==> src/rie_cfg.svh <==
// Purpose: constants for the reset and interrupt exception unit
// Assumes: 40 MHz system clock, 8-bit register port
// Notes: definitions only
`ifndef RIE_CFG_SVH
`define RIE_CFG_SVH
// ----------------------------------------
// Register offsets
// ----------------------------------------
`define RIE_ADDR_EDGE 4'h0
`define RIE_ADDR_EN_ONE 4'h1
`define RIE_ADDR_EN_TWO 4'h2
`define RIE_ADDR_FL_ONE 4'h3
`define RIE_ADDR_FL_TWO 4'h4
`define RIE_ADDR_WAKE 4'h5
`define RIE_ADDR_COND 4'h6
`define RIE_ADDR_STATUS 4'h7
`define RIE_ADDR_EN_THREE 4'h8
`define RIE_ADDR_FL_THREE 4'h9
// ----------------------------------------
// Reset values and fields
// ----------------------------------------
`define RIE_EDGE_RESERVED 8'he0
`define RIE_BYTE_ZERO 8'h00
`define RIE_PINS_IDLE 8'hff
`define RIE_I_BIT 7
`define RIE_B1_TA 7
`define RIE_B1_S1 6
`define RIE_B1_WP 5
`define RIE_B2_DT 7
`define RIE_B2_AD 6
`define RIE_B2_S2 5
`define RIE_B2_TG 4
`define RIE_B2_TFH 3
`define RIE_B2_TFL 2
`define RIE_B2_TC 1
`define RIE_B2_TB 0
`define RIE_B3_S3 0
// ----------------------------------------
// Vectors and timing
// ----------------------------------------
`define RIE_VEC_RESET 5'h00
`define RIE_VEC_FIRST 5'h04
`define RIE_NUM_VEC 17
`define RIE_MODE_DELAY_CYC 8192
`define RIE_CNT_W 14
`endif

==> src/rie_pkg.sv <==
// Purpose: types for the reset and interrupt exception unit
// Assumes: rie_cfg.svh holds the numbers
// Notes: one-hot sequencer codes
`default_nettype none
`include "rie_cfg.svh"
package rie_pkg;
    typedef enum logic [7:0] {
        ST_HOLD = 8'h01,
        ST_WAIT_MODE = 8'h02,
        ST_COUNT = 8'h04,
        ST_INIT = 8'h08,
        ST_FETCH_HI = 8'h10,
        ST_FETCH_LO = 8'h20,
        ST_LOAD = 8'h40,
        ST_RUN = 8'h80
    } seq_state_t;

    typedef struct packed {
        seq_state_t state;
        logic [4:0] edge_sel;
        logic [7:0] en_one;
        logic [7:0] en_two;
        logic en_three;
        logic [7:0] fl_one;
        logic [7:0] fl_two;
        logic fl_three;
        logic [7:0] wake_fl;
        logic i_bit;
        logic first_insn;
        logic [4:0] vec;
        logic [15:0] vaddr;
        logic [15:0] pc;
        logic pc_load;
        logic [7:0] rdata;
        logic boot_prev;
        logic [4:0] irq_prev;
        logic [7:0] wake_prev;
        logic [`RIE_CNT_W-1:0] count;
    } rie_state_t;
endpackage
`default_nettype wire

==> src/vector_arbiter.sv <==
// Purpose: fixed priority pick among vectors 4 to 20
// Assumes: bit 0 of req is vector 4
// Notes: lowest index wins
`timescale 1ns/1ps
`default_nettype none
`include "rie_cfg.svh"
module vector_arbiter (
    input wire logic [`RIE_NUM_VEC-1:0] req,
    output logic hit,
    output logic [4:0] vec
);
    // RL13: scan from lowest priority upward
    always_comb begin
        hit = 1'b0;
        vec = `RIE_VEC_FIRST;
        for (int i = `RIE_NUM_VEC - 1; i >= 0; i--) begin
            if (req[i]) begin
                hit = 1'b1;
                vec = 5'(i) + `RIE_VEC_FIRST;
            end
        end
    end
endmodule
`default_nettype wire

==> src/reset_interrupt_exception.sv <==
// Purpose: reset sequencing and interrupt arbitration for a small core
// Assumes: core reports instruction boundaries; vector bytes arrive
//   one cycle after the fetch address
// Notes: all state lives in one struct register
// How it works
// RL1: reset outranks every interrupt
// RL2: interrupts taken only at instruction boundary
// RL3: reset pin low halts everything at once
// RL4: outside holds reset ten clocks minimum
// RL5: outside holds reset until clock stable
// RL6: mode high starts sequence on release
// RL7: mode low waits edge plus 8192 clocks
// RL8: init clears state, sets mask bit
// RL9: program counter loaded from vector zero
// RL10: first instruction always runs unmasked by interrupts
// RL11: software sets stack pointer first
// RL12: mask blocks acceptance, flags still set
// RL13: highest priority lowest vector wins
// RL14: edge pins select rising or falling
// RL15: edge pins use vectors four to eight
// RL16: wakeup pins share vector nine
// RL17: vectors ten to thirteen fixed sources
// RL18: vectors fourteen to sixteen merge pairs
// RL19: vectors seventeen to twenty assigned
// RL20: vector slots one to three unused
// RL21: polarity bits reset to falling edge
// RL22: flags clear only by writing zero
// RL23: enables reset off, gate acceptance
// RL24: first vector byte is high byte
//
// Decided for this implementation: the plain strobed port and the register offsets.
`timescale 1ns/1ps
`default_nettype none
`include "rie_cfg.svh"
module reset_interrupt_exception #(
    parameter int MODE_DELAY_CYCLES = `RIE_MODE_DELAY_CYC
) (
    input wire logic CLOCK,
    input wire logic RESETN,
    input wire logic BOOT_MODE_PIN,
    input wire logic [4:0] EDGE_INT_PINS,
    input wire logic [7:0] WAKEUP_PINS,
    input wire logic SERIAL_CHAN_ONE_DONE,
    input wire logic TIMER_A_OVF,
    input wire logic TIMER_B_OVF,
    input wire logic TIMER_C_OVF,
    input wire logic [1:0] TIMER_FL_EVT,
    input wire logic [1:0] TIMER_FH_EVT,
    input wire logic [1:0] TIMER_G_EVT,
    input wire logic [1:0] SERIAL_CHAN_TWO_EVT,
    input wire logic [5:0] SERIAL_CHAN_THREE_EVT,
    input wire logic CONV_END,
    input wire logic DIRECT_XFER,
    input wire logic CORE_INSN_BOUNDARY,
    input wire logic [7:0] VEC_RDATA,
    input wire logic [3:0] REG_ADDR,
    input wire logic [7:0] REG_WDATA,
    input wire logic REG_WR,
    input wire logic REG_RD,
    output logic [7:0] REG_RDATA,
    output logic CORE_HOLD,
    output logic PERIPH_CLEAR,
    output logic VEC_REQ,
    output logic [15:0] VEC_ADDR,
    output logic PC_LOAD,
    output logic [15:0] PC_VALUE,
    output logic [4:0] EXC_VECTOR,
    output logic MASK_BIT
);
    import rie_pkg::*;

    // ----------------------------------------
    // Helpers
    // ----------------------------------------
    // Two bytes per vector entry
    function automatic logic [15:0] vec_addr(input logic [4:0] v);
        vec_addr = {10'h000, v, 1'b0};
    endfunction

    // Set beats a clear in the same cycle
    function automatic logic [7:0] flag_next(input logic [7:0] cur,
                                             input logic [7:0] set,
                                             input logic [7:0] clr);
        flag_next = (cur & ~clr) | set;
    endfunction

    function automatic logic is_wr(input logic [3:0] a);
        is_wr = REG_WR && (REG_ADDR == a);
    endfunction

    localparam logic [`RIE_CNT_W-1:0] DELAY_LAST = `RIE_CNT_W'(MODE_DELAY_CYCLES - 1);

    rie_state_t s;
    rie_state_t next_s;
    logic [4:0] irq_edge;
    logic [7:0] wake_edge;
    logic [7:0] set_one;
    logic [7:0] set_two;
    logic [7:0] clr_one;
    logic [7:0] clr_two;
    logic [7:0] clr_wake;
    logic [7:0] clr_three;
    logic [`RIE_NUM_VEC-1:0] req;
    logic arb_hit;
    logic [4:0] arb_vec;
    logic take_int;

    // ----------------------------------------
    // Event detection
    // ----------------------------------------
    always_comb begin
        // RL14: per pin polarity choice
        for (int i = 0; i < 5; i++) begin
            if (s.edge_sel[i]) begin
                irq_edge[i] = ~s.irq_prev[i] & EDGE_INT_PINS[i];
            end else begin
                irq_edge[i] = s.irq_prev[i] & ~EDGE_INT_PINS[i];
            end
        end
        // Wakeup pins are active low
        wake_edge = s.wake_prev & ~WAKEUP_PINS;
    end

    // RL18: merged timer and serial events
    assign set_one = {TIMER_A_OVF, SERIAL_CHAN_ONE_DONE, 1'b0, irq_edge};
    assign set_two = {DIRECT_XFER, CONV_END, |SERIAL_CHAN_TWO_EVT, |TIMER_G_EVT,
                      |TIMER_FH_EVT, |TIMER_FL_EVT, TIMER_C_OVF, TIMER_B_OVF};

    // ----------------------------------------
    // Flag clears
    // ----------------------------------------
    // Process, not assigns: is_wr reads the strobe itself
    // RL22: written zero clears, one keeps
    always_comb begin
        clr_one = is_wr(`RIE_ADDR_FL_ONE) ? ~REG_WDATA : `RIE_BYTE_ZERO;
        clr_two = is_wr(`RIE_ADDR_FL_TWO) ? ~REG_WDATA : `RIE_BYTE_ZERO;
        clr_wake = is_wr(`RIE_ADDR_WAKE) ? ~REG_WDATA : `RIE_BYTE_ZERO;
        clr_three = is_wr(`RIE_ADDR_FL_THREE) ? ~REG_WDATA : `RIE_BYTE_ZERO;
    end

    // ----------------------------------------
    // Request vector
    // ----------------------------------------
    always_comb begin
        // RL23: flag and enable both needed
        // RL15: edge pins on vectors 4 to 8
        req[4:0] = s.fl_one[4:0] & s.en_one[4:0];
        // RL16: all wakeup pins on vector 9
        req[5] = (|s.wake_fl) & s.en_one[`RIE_B1_WP];
        // RL17: vectors 10 to 13
        req[6] = s.fl_one[`RIE_B1_S1] & s.en_one[`RIE_B1_S1];
        req[7] = s.fl_one[`RIE_B1_TA] & s.en_one[`RIE_B1_TA];
        req[8] = s.fl_two[`RIE_B2_TB] & s.en_two[`RIE_B2_TB];
        req[9] = s.fl_two[`RIE_B2_TC] & s.en_two[`RIE_B2_TC];
        req[10] = s.fl_two[`RIE_B2_TFL] & s.en_two[`RIE_B2_TFL];
        req[11] = s.fl_two[`RIE_B2_TFH] & s.en_two[`RIE_B2_TFH];
        req[12] = s.fl_two[`RIE_B2_TG] & s.en_two[`RIE_B2_TG];
        // RL19: vectors 17 to 20
        req[13] = s.fl_two[`RIE_B2_S2] & s.en_two[`RIE_B2_S2];
        req[14] = s.fl_three & s.en_three;
        req[15] = s.fl_two[`RIE_B2_AD] & s.en_two[`RIE_B2_AD];
        req[16] = s.fl_two[`RIE_B2_DT] & s.en_two[`RIE_B2_DT];
    end

    // ----------------------------------------
    // Arbitration
    // ----------------------------------------
    // RL20: arbiter never yields vectors 1 to 3
    vector_arbiter i_vector_arbiter (
        .req(req),
        .hit(arb_hit),
        .vec(arb_vec)
    );

    // ----------------------------------------
    // Acceptance
    // ----------------------------------------
    // RL2: only at a boundary while running
    // RL10: first instruction shields the stack setup
    // RL12: mask bit blocks acceptance only
    assign take_int = (s.state == ST_RUN) && CORE_INSN_BOUNDARY && arb_hit
                      && !s.i_bit && !s.first_insn;

    // ----------------------------------------
    // Next state
    // ----------------------------------------
    always_comb begin
        next_s = s;
        next_s.pc_load = 1'b0;
        next_s.rdata = `RIE_BYTE_ZERO;
        next_s.irq_prev = EDGE_INT_PINS;
        next_s.wake_prev = WAKEUP_PINS;
        next_s.boot_prev = BOOT_MODE_PIN;

        // RL12: flags set even when masked
        next_s.fl_one = flag_next(s.fl_one, set_one, clr_one);
        next_s.fl_two = flag_next(s.fl_two, set_two, clr_two);
        next_s.wake_fl = flag_next(s.wake_fl, wake_edge, clr_wake);
        next_s.fl_three = (s.fl_three & ~clr_three[`RIE_B3_S3]) | (|SERIAL_CHAN_THREE_EVT);

        if (is_wr(`RIE_ADDR_EDGE)) begin
            next_s.edge_sel = REG_WDATA[4:0];
        end
        if (is_wr(`RIE_ADDR_EN_ONE)) begin
            next_s.en_one = REG_WDATA;
        end
        if (is_wr(`RIE_ADDR_EN_TWO)) begin
            next_s.en_two = REG_WDATA;
        end
        if (is_wr(`RIE_ADDR_EN_THREE)) begin
            next_s.en_three = REG_WDATA[`RIE_B3_S3];
        end
        if (is_wr(`RIE_ADDR_COND)) begin
            next_s.i_bit = REG_WDATA[`RIE_I_BIT];
        end

        if (REG_RD) begin
            unique case (REG_ADDR)
                `RIE_ADDR_EDGE: next_s.rdata = `RIE_EDGE_RESERVED | {3'b000, s.edge_sel};
                `RIE_ADDR_EN_ONE: next_s.rdata = s.en_one;
                `RIE_ADDR_EN_TWO: next_s.rdata = s.en_two;
                `RIE_ADDR_FL_ONE: next_s.rdata = s.fl_one;
                `RIE_ADDR_FL_TWO: next_s.rdata = s.fl_two;
                `RIE_ADDR_WAKE: next_s.rdata = s.wake_fl;
                `RIE_ADDR_COND: next_s.rdata = {s.i_bit, 7'h00};
                `RIE_ADDR_STATUS: next_s.rdata = {s.first_insn, arb_hit, 1'b0, s.vec};
                `RIE_ADDR_EN_THREE: next_s.rdata = {7'h00, s.en_three};
                `RIE_ADDR_FL_THREE: next_s.rdata = {7'h00, s.fl_three};
                default: next_s.rdata = `RIE_BYTE_ZERO;
            endcase
        end

        unique case (s.state)
            // RL6: first edge after release reads the strap
            ST_HOLD: begin
                next_s.count = '0;
                if (BOOT_MODE_PIN) begin
                    next_s.state = ST_INIT;
                end else begin
                    next_s.state = ST_WAIT_MODE;
                end
            end
            // RL7: low to high on the mode pin
            ST_WAIT_MODE: begin
                if (!s.boot_prev && BOOT_MODE_PIN) begin
                    next_s.state = ST_COUNT;
                end
            end
            // RL7: fixed delay before release
            ST_COUNT: begin
                next_s.count = s.count + 1'b1;
                if (s.count == DELAY_LAST) begin
                    next_s.state = ST_INIT;
                end
            end
            // RL8: peripherals cleared, mask set
            ST_INIT: begin
                next_s.i_bit = 1'b1;
                next_s.vec = `RIE_VEC_RESET;
                next_s.vaddr = vec_addr(`RIE_VEC_RESET);
                next_s.first_insn = 1'b1;
                next_s.state = ST_FETCH_HI;
            end
            // Address steps on to the low byte
            ST_FETCH_HI: begin
                next_s.vaddr = s.vaddr + 16'h0001;
                next_s.state = ST_FETCH_LO;
            end
            // RL24: high byte from lower address
            ST_FETCH_LO: begin
                next_s.pc = {VEC_RDATA, 8'h00};
                next_s.state = ST_LOAD;
            end
            // RL9: jump to the fetched address
            ST_LOAD: begin
                next_s.pc = {s.pc[15:8], VEC_RDATA};
                next_s.pc_load = 1'b1;
                next_s.state = ST_RUN;
            end
            ST_RUN: begin
                // Boundary in the load cycle belongs to the jump
                if (CORE_INSN_BOUNDARY && !s.pc_load) begin
                    next_s.first_insn = 1'b0;
                end
                // RL13: winner of the arbiter only
                if (take_int) begin
                    next_s.i_bit = 1'b1;
                    next_s.vec = arb_vec;
                    next_s.vaddr = vec_addr(arb_vec);
                    next_s.state = ST_FETCH_HI;
                end
            end
        endcase
    end

    // ----------------------------------------
    // State register
    // ----------------------------------------
    // RL1: reset overrides any pending interrupt
    // RL3: low reset forces the hold state
    // RL21: polarity bits clear to falling edge
    // RL23: enables clear to off
    always_ff @(posedge CLOCK or negedge RESETN) begin
        if (!RESETN) begin
            s.state <= ST_HOLD;
            s.edge_sel <= '0;
            s.en_one <= `RIE_BYTE_ZERO;
            s.en_two <= `RIE_BYTE_ZERO;
            s.en_three <= 1'b0;
            s.fl_one <= `RIE_BYTE_ZERO;
            s.fl_two <= `RIE_BYTE_ZERO;
            s.fl_three <= 1'b0;
            s.wake_fl <= `RIE_BYTE_ZERO;
            s.i_bit <= 1'b1;
            s.first_insn <= 1'b1;
            s.vec <= `RIE_VEC_RESET;
            s.vaddr <= '0;
            s.pc <= '0;
            s.pc_load <= 1'b0;
            s.rdata <= `RIE_BYTE_ZERO;
            s.boot_prev <= 1'b0;
            s.irq_prev <= '1;
            s.wake_prev <= `RIE_PINS_IDLE;
            s.count <= '0;
        end else begin
            s <= next_s;
        end
    end

    // ----------------------------------------
    // Outputs
    // ----------------------------------------
    // Core stays stalled through any vector fetch
    assign CORE_HOLD = (s.state != ST_RUN);
    assign PERIPH_CLEAR = s.state inside {ST_HOLD, ST_WAIT_MODE, ST_COUNT, ST_INIT};
    assign VEC_REQ = s.state inside {ST_FETCH_HI, ST_FETCH_LO};
    assign VEC_ADDR = s.vaddr;
    assign PC_LOAD = s.pc_load;
    assign PC_VALUE = s.pc;
    assign EXC_VECTOR = s.vec;
    assign MASK_BIT = s.i_bit;
    assign REG_RDATA = s.rdata;
endmodule
`default_nettype wire

==> config.mk <==
export PLATFORM = sky130hd
export DESIGN_NAME = reset_interrupt_exception
export DESIGN_NICKNAME = d
export VERILOG_FILES = /design/src/rie_pkg.sv /design/src/vector_arbiter.sv /design/src/reset_interrupt_exception.sv
export VERILOG_INCLUDE_DIRS = /design/src
export SDC_FILE = /design/constraint.sdc
export NUM_CORES = 1
export LEC_CHECK = 0
export ABC_AREA = 1
export BUFFER_PORTS_ARGS = -buffer_cell sky130_fd_sc_hd__buf_2
export CAP_MARGIN = 5
export CORE_AREA = 5 5 114 116
export CTS_CLUSTER_SIZE = 14
export DETAILED_ROUTE_END_ITERATION = 10
export DIE_AREA = 0 0 119 121
export HOLD_SLACK_MARGIN = 0.05
export PLACE_DENSITY_LB_ADDON = 0.08
export SYNTH_ARGS = -nofsm -noshare
export SYNTH_HDL_FRONTEND = slang
export SYNTH_SLANG_ARGS = --single-unit
export TNS_END_PERCENT = 100
==> constraint.sdc <==
create_clock -name CLOCK -period 3 [get_ports CLOCK]
set_input_delay 0.15 -clock CLOCK [delete_from_list [all_inputs] [get_ports CLOCK]]
set_output_delay 0.15 -clock CLOCK [all_outputs]
set_load 0.01 [all_outputs]
-- After elaboration in Yosys (flattened, before gate mapping)
Index checks and enable logic that the tools add are counted.
- $add $sub $neg: 2
- multiply operators: 0
- divide/modulo/power cells: 0
- magnitude comparators: 0
- equal/unequal tests: 23
- shifts and indexed selects: 0
- multiplexer cells: 59
- bitwise logic cells: 49
- reductions and logical operators: 37
- operator list (operator ; count):
    5-bit 2-to-1 mux ; 17
    8-bit one-hot mux with 10 select lines ; 1
    8-bit one-hot mux with 8 select lines ; 1
    8-bit 2-to-1 mux ; 7
    16-bit one-hot mux with 3 select lines ; 1
    8-bit NOT ; 5
    8-bit bitwise AND ; 4
    16-bit one-hot mux with 2 select lines ; 1
    14-bit one-hot mux with 2 select lines ; 1
    1-bit 2-to-1 mux ; 27
    8-bit OR ; 3
    1-bit bitwise AND ; 23
    21-bit 2-to-1 mux ; 1
    16-bit by 1-bit adder with 16-bit output, second input constant ; 1
    4-bit by 3-bit == test with 1-bit output, second input constant ; 4
    1-bit logical AND ; 15
    14-bit by 1-bit adder with 14-bit output, second input constant ; 1
    14-bit by 13-bit == test with 1-bit output, second input constant ; 1
    7-bit one-hot mux with 2 select lines ; 1
    1-bit NOT ; 12
    4-bit by 2-bit == test with 1-bit output, second input constant ; 2
    4-bit == test, second input constant ; 2
    8-bit by 1-bit == test with 1-bit output, second input constant ; 1
    8-bit by 2-bit == test with 1-bit output, second input constant ; 1
    23 further kinds ; 37
- bits in registers: 131
- latch bits: 0
- RAM bits: 0
- memory bits (read-only): 0
- input port bits: 59
- output and inout port bits: 50
- logic and storage cells: 191
- memories: 0

-- Longest topological paths before layout
- depth after elaboration: 23
- mapped depth: 18
- depth with buffers taken out: 18

-- By module
A second synthesis with hierarchy kept.
- cell total of the unflattened synthesis: 856
- area total of the unflattened synthesis: 6747.7 µm²
- by module, submodules not included (module ; times used ; cells each ; area each (µm²) ; seq. area each (µm²)):
    reset_interrupt_exception ; 1 ; 807 ; 6530.0 ; 3298.2
    vector_arbiter ; 1 ; 49 ; 217.7 ; 0.0

-- Worst setup path after synthesis
No wires, ideal clock.
- path kind: register to register
- from: register s[82] (netlist name)
- to: register s (netlist bit VEC_ADDR[7])
- setup time: 0.121 ns
- data arrival time: 1.619 ns
- data required time: 2.879 ns
- setup slack: 1.260 ns
- stages on the path, launching flop included: 15
- path buffers: 1
- clock period less this slack: 1.740 ns
- cells stage by stage: dfrtp_1 > nor2_1 > nand2_1 > o21ai_1 > nand2_1 > nor2_1 > nand2_1 > inv_1 > nand3_1 > nand2_2 > nand2_2 > buf_6 > nand2_1 > xor2_1 > nor2_1
- longest elaborated chain between the ends: 13
- RTL lines (element ; line ; source):
    start: declaration ; reset_interrupt_exception.sv:93 ; rie_state_t s;
    start signal: assignment ; reset_interrupt_exception.sv:326 ; s <= next_s;
    8-bit OR reduction ; reset_interrupt_exception.sv:149 ; req[5] = (|s.wake_fl) & s.en_one[`RIE_B1_WP];
    1-bit bitwise AND ; reset_interrupt_exception.sv:149 ;
    1-bit 2-to-1 mux (6 in series) ; vector_arbiter.sv:17 ; if (req[i]) begin
    1-bit logical AND ; reset_interrupt_exception.sv:181 ; assign take_int = (s.state == ST_RUN) && CORE_INSN_BOUNDARY && arb_hit
    1-bit logical AND (2 in series) ; reset_interrupt_exception.sv:182 ; && !s.i_bit && !s.first_insn;
    2-bit inequality test (no source line) ; -- ;
    2-bit AND reduction (no source line) ; -- ;
Every way passes these cells.
A chain may end at the register's enable or synchronous reset.

-- Worst setup path after layout
- from: register s[128] (netlist name)
- to: output port PERIPH_CLEAR
- longest elaborated chain between the ends: 2
- elaborated cells on any way between the ends: 5
- classes of those cells: 4 x eq/ne; 1 x reduce/logical
- RTL lines (element ; line ; source):
    8-bit by 1-bit == test with 1-bit output (tied with other cells) ; reset_interrupt_exception.sv:335 ; assign PERIPH_CLEAR = s.state inside {ST_HOLD, ST_WAIT_MODE, ST_COUNT, ST_INIT};
    4-bit nonzero test (*) ; reset_interrupt_exception.sv:335 ;
    end: declaration ; reset_interrupt_exception.sv:62 ; output logic PERIPH_CLEAR,
Mark *: on every way between the ends. The rest lies on a longest branch, timed or not.

==> impl_metrics.ini <==
[detailed_routing]
drcViolationCount = 0
drt_pass1_iterations = 5
via_per_inst = 5.39
wire_per_inst_um = 16.0
finalWirelength_mm = 16.8
antenna_left = 0
num_vias = 5670
initialDrtViolationCount = 466

[status]
outcome = completed

[clocking]
cts_max_level = 4
cts_setup_buffers = 0
clockBufferDepth = 2
cts_root_buffer = clkbuf_16
worst_skew_pair.late_latency_ns = 0.42
clock-sinks = 131
cts_tree = built
path_clk_slew_ns = 0.05
numCtsBuffers = 17

[power_and_ir_drop]
power.total_mw = 5.49
ir_worst_vdd_mv = 0.486
leakagePower_nw = 3.70
pwr_density_cell_nw_per_um2 = 698

[critical_path]
cp_data_arrival_time_ns = 2.23
crit_fanout = 8
cp.required_ns = 2.85
end_kind = output port
path_class = reg -> out
worst_setup_path_start_kind = flip-flop

[floorplanning]
start_util_pct = 53.8
fp.coreArea_um2 = 11800
io_pins = 109
die_y_um = 121
rows = 40
dieArea_um2 = 14400
chipWidth_um = 119

[global_routing]
antenna_found_initial = 1
grt_overflow = 0
grtUsageTotal_pct = 24.3
grt_pass1_vias = 5666
grt_pass1_wl_mm = 27.8
grt_max_degree = 132

[logic_synthesis]
yosysSeqAreaShare_pct = 51.9
syn-num-nets = 818
yosysUniqueCellTypes = 43
synth_area_um2 = 6350
synth_most_common_cell = nand2_1
synth_area_leaders = dfrtp_1, nand2_1, o21ai_0
synth.top_cell.area_share_pct = 45.3
synth_top_area_cell = dfrtp_1
synth_cells = 757
yosysWarnings = 0
synthTopCellsByCount = nand2_1, dfrtp_1, o21ai_0, inv_1, nor2_1
ys_seq_elements = 131
avgSynthCellArea_um2 = 8.39
synthFlopType = dfrtp_1
synth_edf_count = 0
ys_async_sr_fraction_pct = 100

[sta]
finalSetupViolations = 0
fmax_ghz = 0.421
clock_skew_ns = 0.00979
hold_viol_final = 0
worstMarginPinSlew_ns = 0.704
period_share_pct = 79.2
post-route-min-period_ns = 2.38
max_slew_margin_pct = 52.9
slew_viol_final = 0
fin_setup_tns_ns = 0
rsz0062_at_grt = false

[place]
place_inst = 965
portBuffers = 108
place_congestion = 0.973
dp_hpwl_mm = 11.5

[layout]
diodes = 0
nets = 952
area_growth_pct = 23.8
layout-drive-gt1-share_pct = 18.8
stdcell_count = 1051

[job]
maxCapViolCount = 0

[hold_path]
hold_class = in -> reg
metrics by stage:
step	utilization (%)	instance area (um2)	setup slack (ns)	hold WS (ns)
global route	66.6	7860	0.346	0.0718
global placement	57.2	6750	0.902	0.265
detailed placement	57.2	6750	0.821	0.266
finish	66.6	7860	0.623	0.0705
CTS	66.6	7860	0.598	0.0576
floorplan	-	6350	1.26	-0.146
cell type report:
cell class              count  area [um2]
repair buffers            167        1130
fillers                   971        3950
well taps                 147         184
flip-flops and latches    131        3300
inverters                  92         345
multi-input cells         482        2330
clock inverters             6        80.1
clock buffers              26         489
final timing paths:
kind                                    start      endpoint  slack, ns  cells after the start
setup / recovery                       s[128]  PERIPH_CLEAR       0.62                      8
hold / removal             CORE_INSN_BOUNDARY         s[74]       0.07                      4
setup reg to reg                        s[81]   VEC_ADDR[6]       0.74                     14
hold reg to reg                   PC_VALUE[7]   PC_VALUE[7]       0.48                      2
max in group asynchronous              RESETN        s[109]       2.08                      3
min in group asynchronous              RESETN         s[89]       0.38                      3
where the power goes:
group	internal (mW)	switching (mW)
sequential	2.08	0.246
combinational	0.459	0.700
clock	1.28	0.716
kinds of logic after synthesis:
kind of cell,share of synthesized area [%]
adders and majority gates,0.394
DFF,51.9
and+or+nand+nor,20.5
xor gates and xnor gates,1.38
AOI/OAI and AO/OA,14.4
buffers and inverters,11.3
other,0.0591
sequential cells by signal, indices dropped and copies added (netlist names):
register and cells:
EXC_VECTOR 5, MASK_BIT 1, PC_LOAD 1, PC_VALUE 16, REG_RDATA 8, VEC_ADDR 16, s 84
worst max-delay path, cell delays in order (launching register included):
cell     delay [ns]
dfrtp_1        0.39
inv_1          0.10
nand2_1        0.12
nor2_1         0.24
nand2_1        0.23
nand2_1        0.29
inv_1          0.18
nand3_1        0.12
buf_2          0.14
repair_timing:
| item | 4_1_cts | 5_1_grt |
|---|---|---|
| gates resized for setup | 0 | 0 |
| setup endpoints to repair | 0 | 0 |
| hold buffers | 54 | 0 |
| hold endpoints to repair | 174 | 0 |
cell usage in the layout, fill, tap and decap left out, types with 16 or more instances in the layout:
cell type        n
dfrtp_1        115
buf_2          107
nand3_1         18
nand2_1        185
inv_1           89
o21ai_0         94
nor2_1          72
clkbuf_16       17
a21oi_1         18
dlygate4sd3_1   54
dfstp_2         16
per-layer routing:
| layer | global-route usage, % | vias to the layer above | wire length (um) |
|---|---|---|---|
| li1 | - | 2716 | - |
| met1 | 32.4 | 2687 | 7210 |
| met2 | 38.2 | 237 | 7760 |
| met3 | 6.71 | 28 | 1430 |
| met4 | 9.12 | 2 | 371 |
| met5 | 0 | - | 13 |
Note: power is estimated with default switching activity, not from simulation.
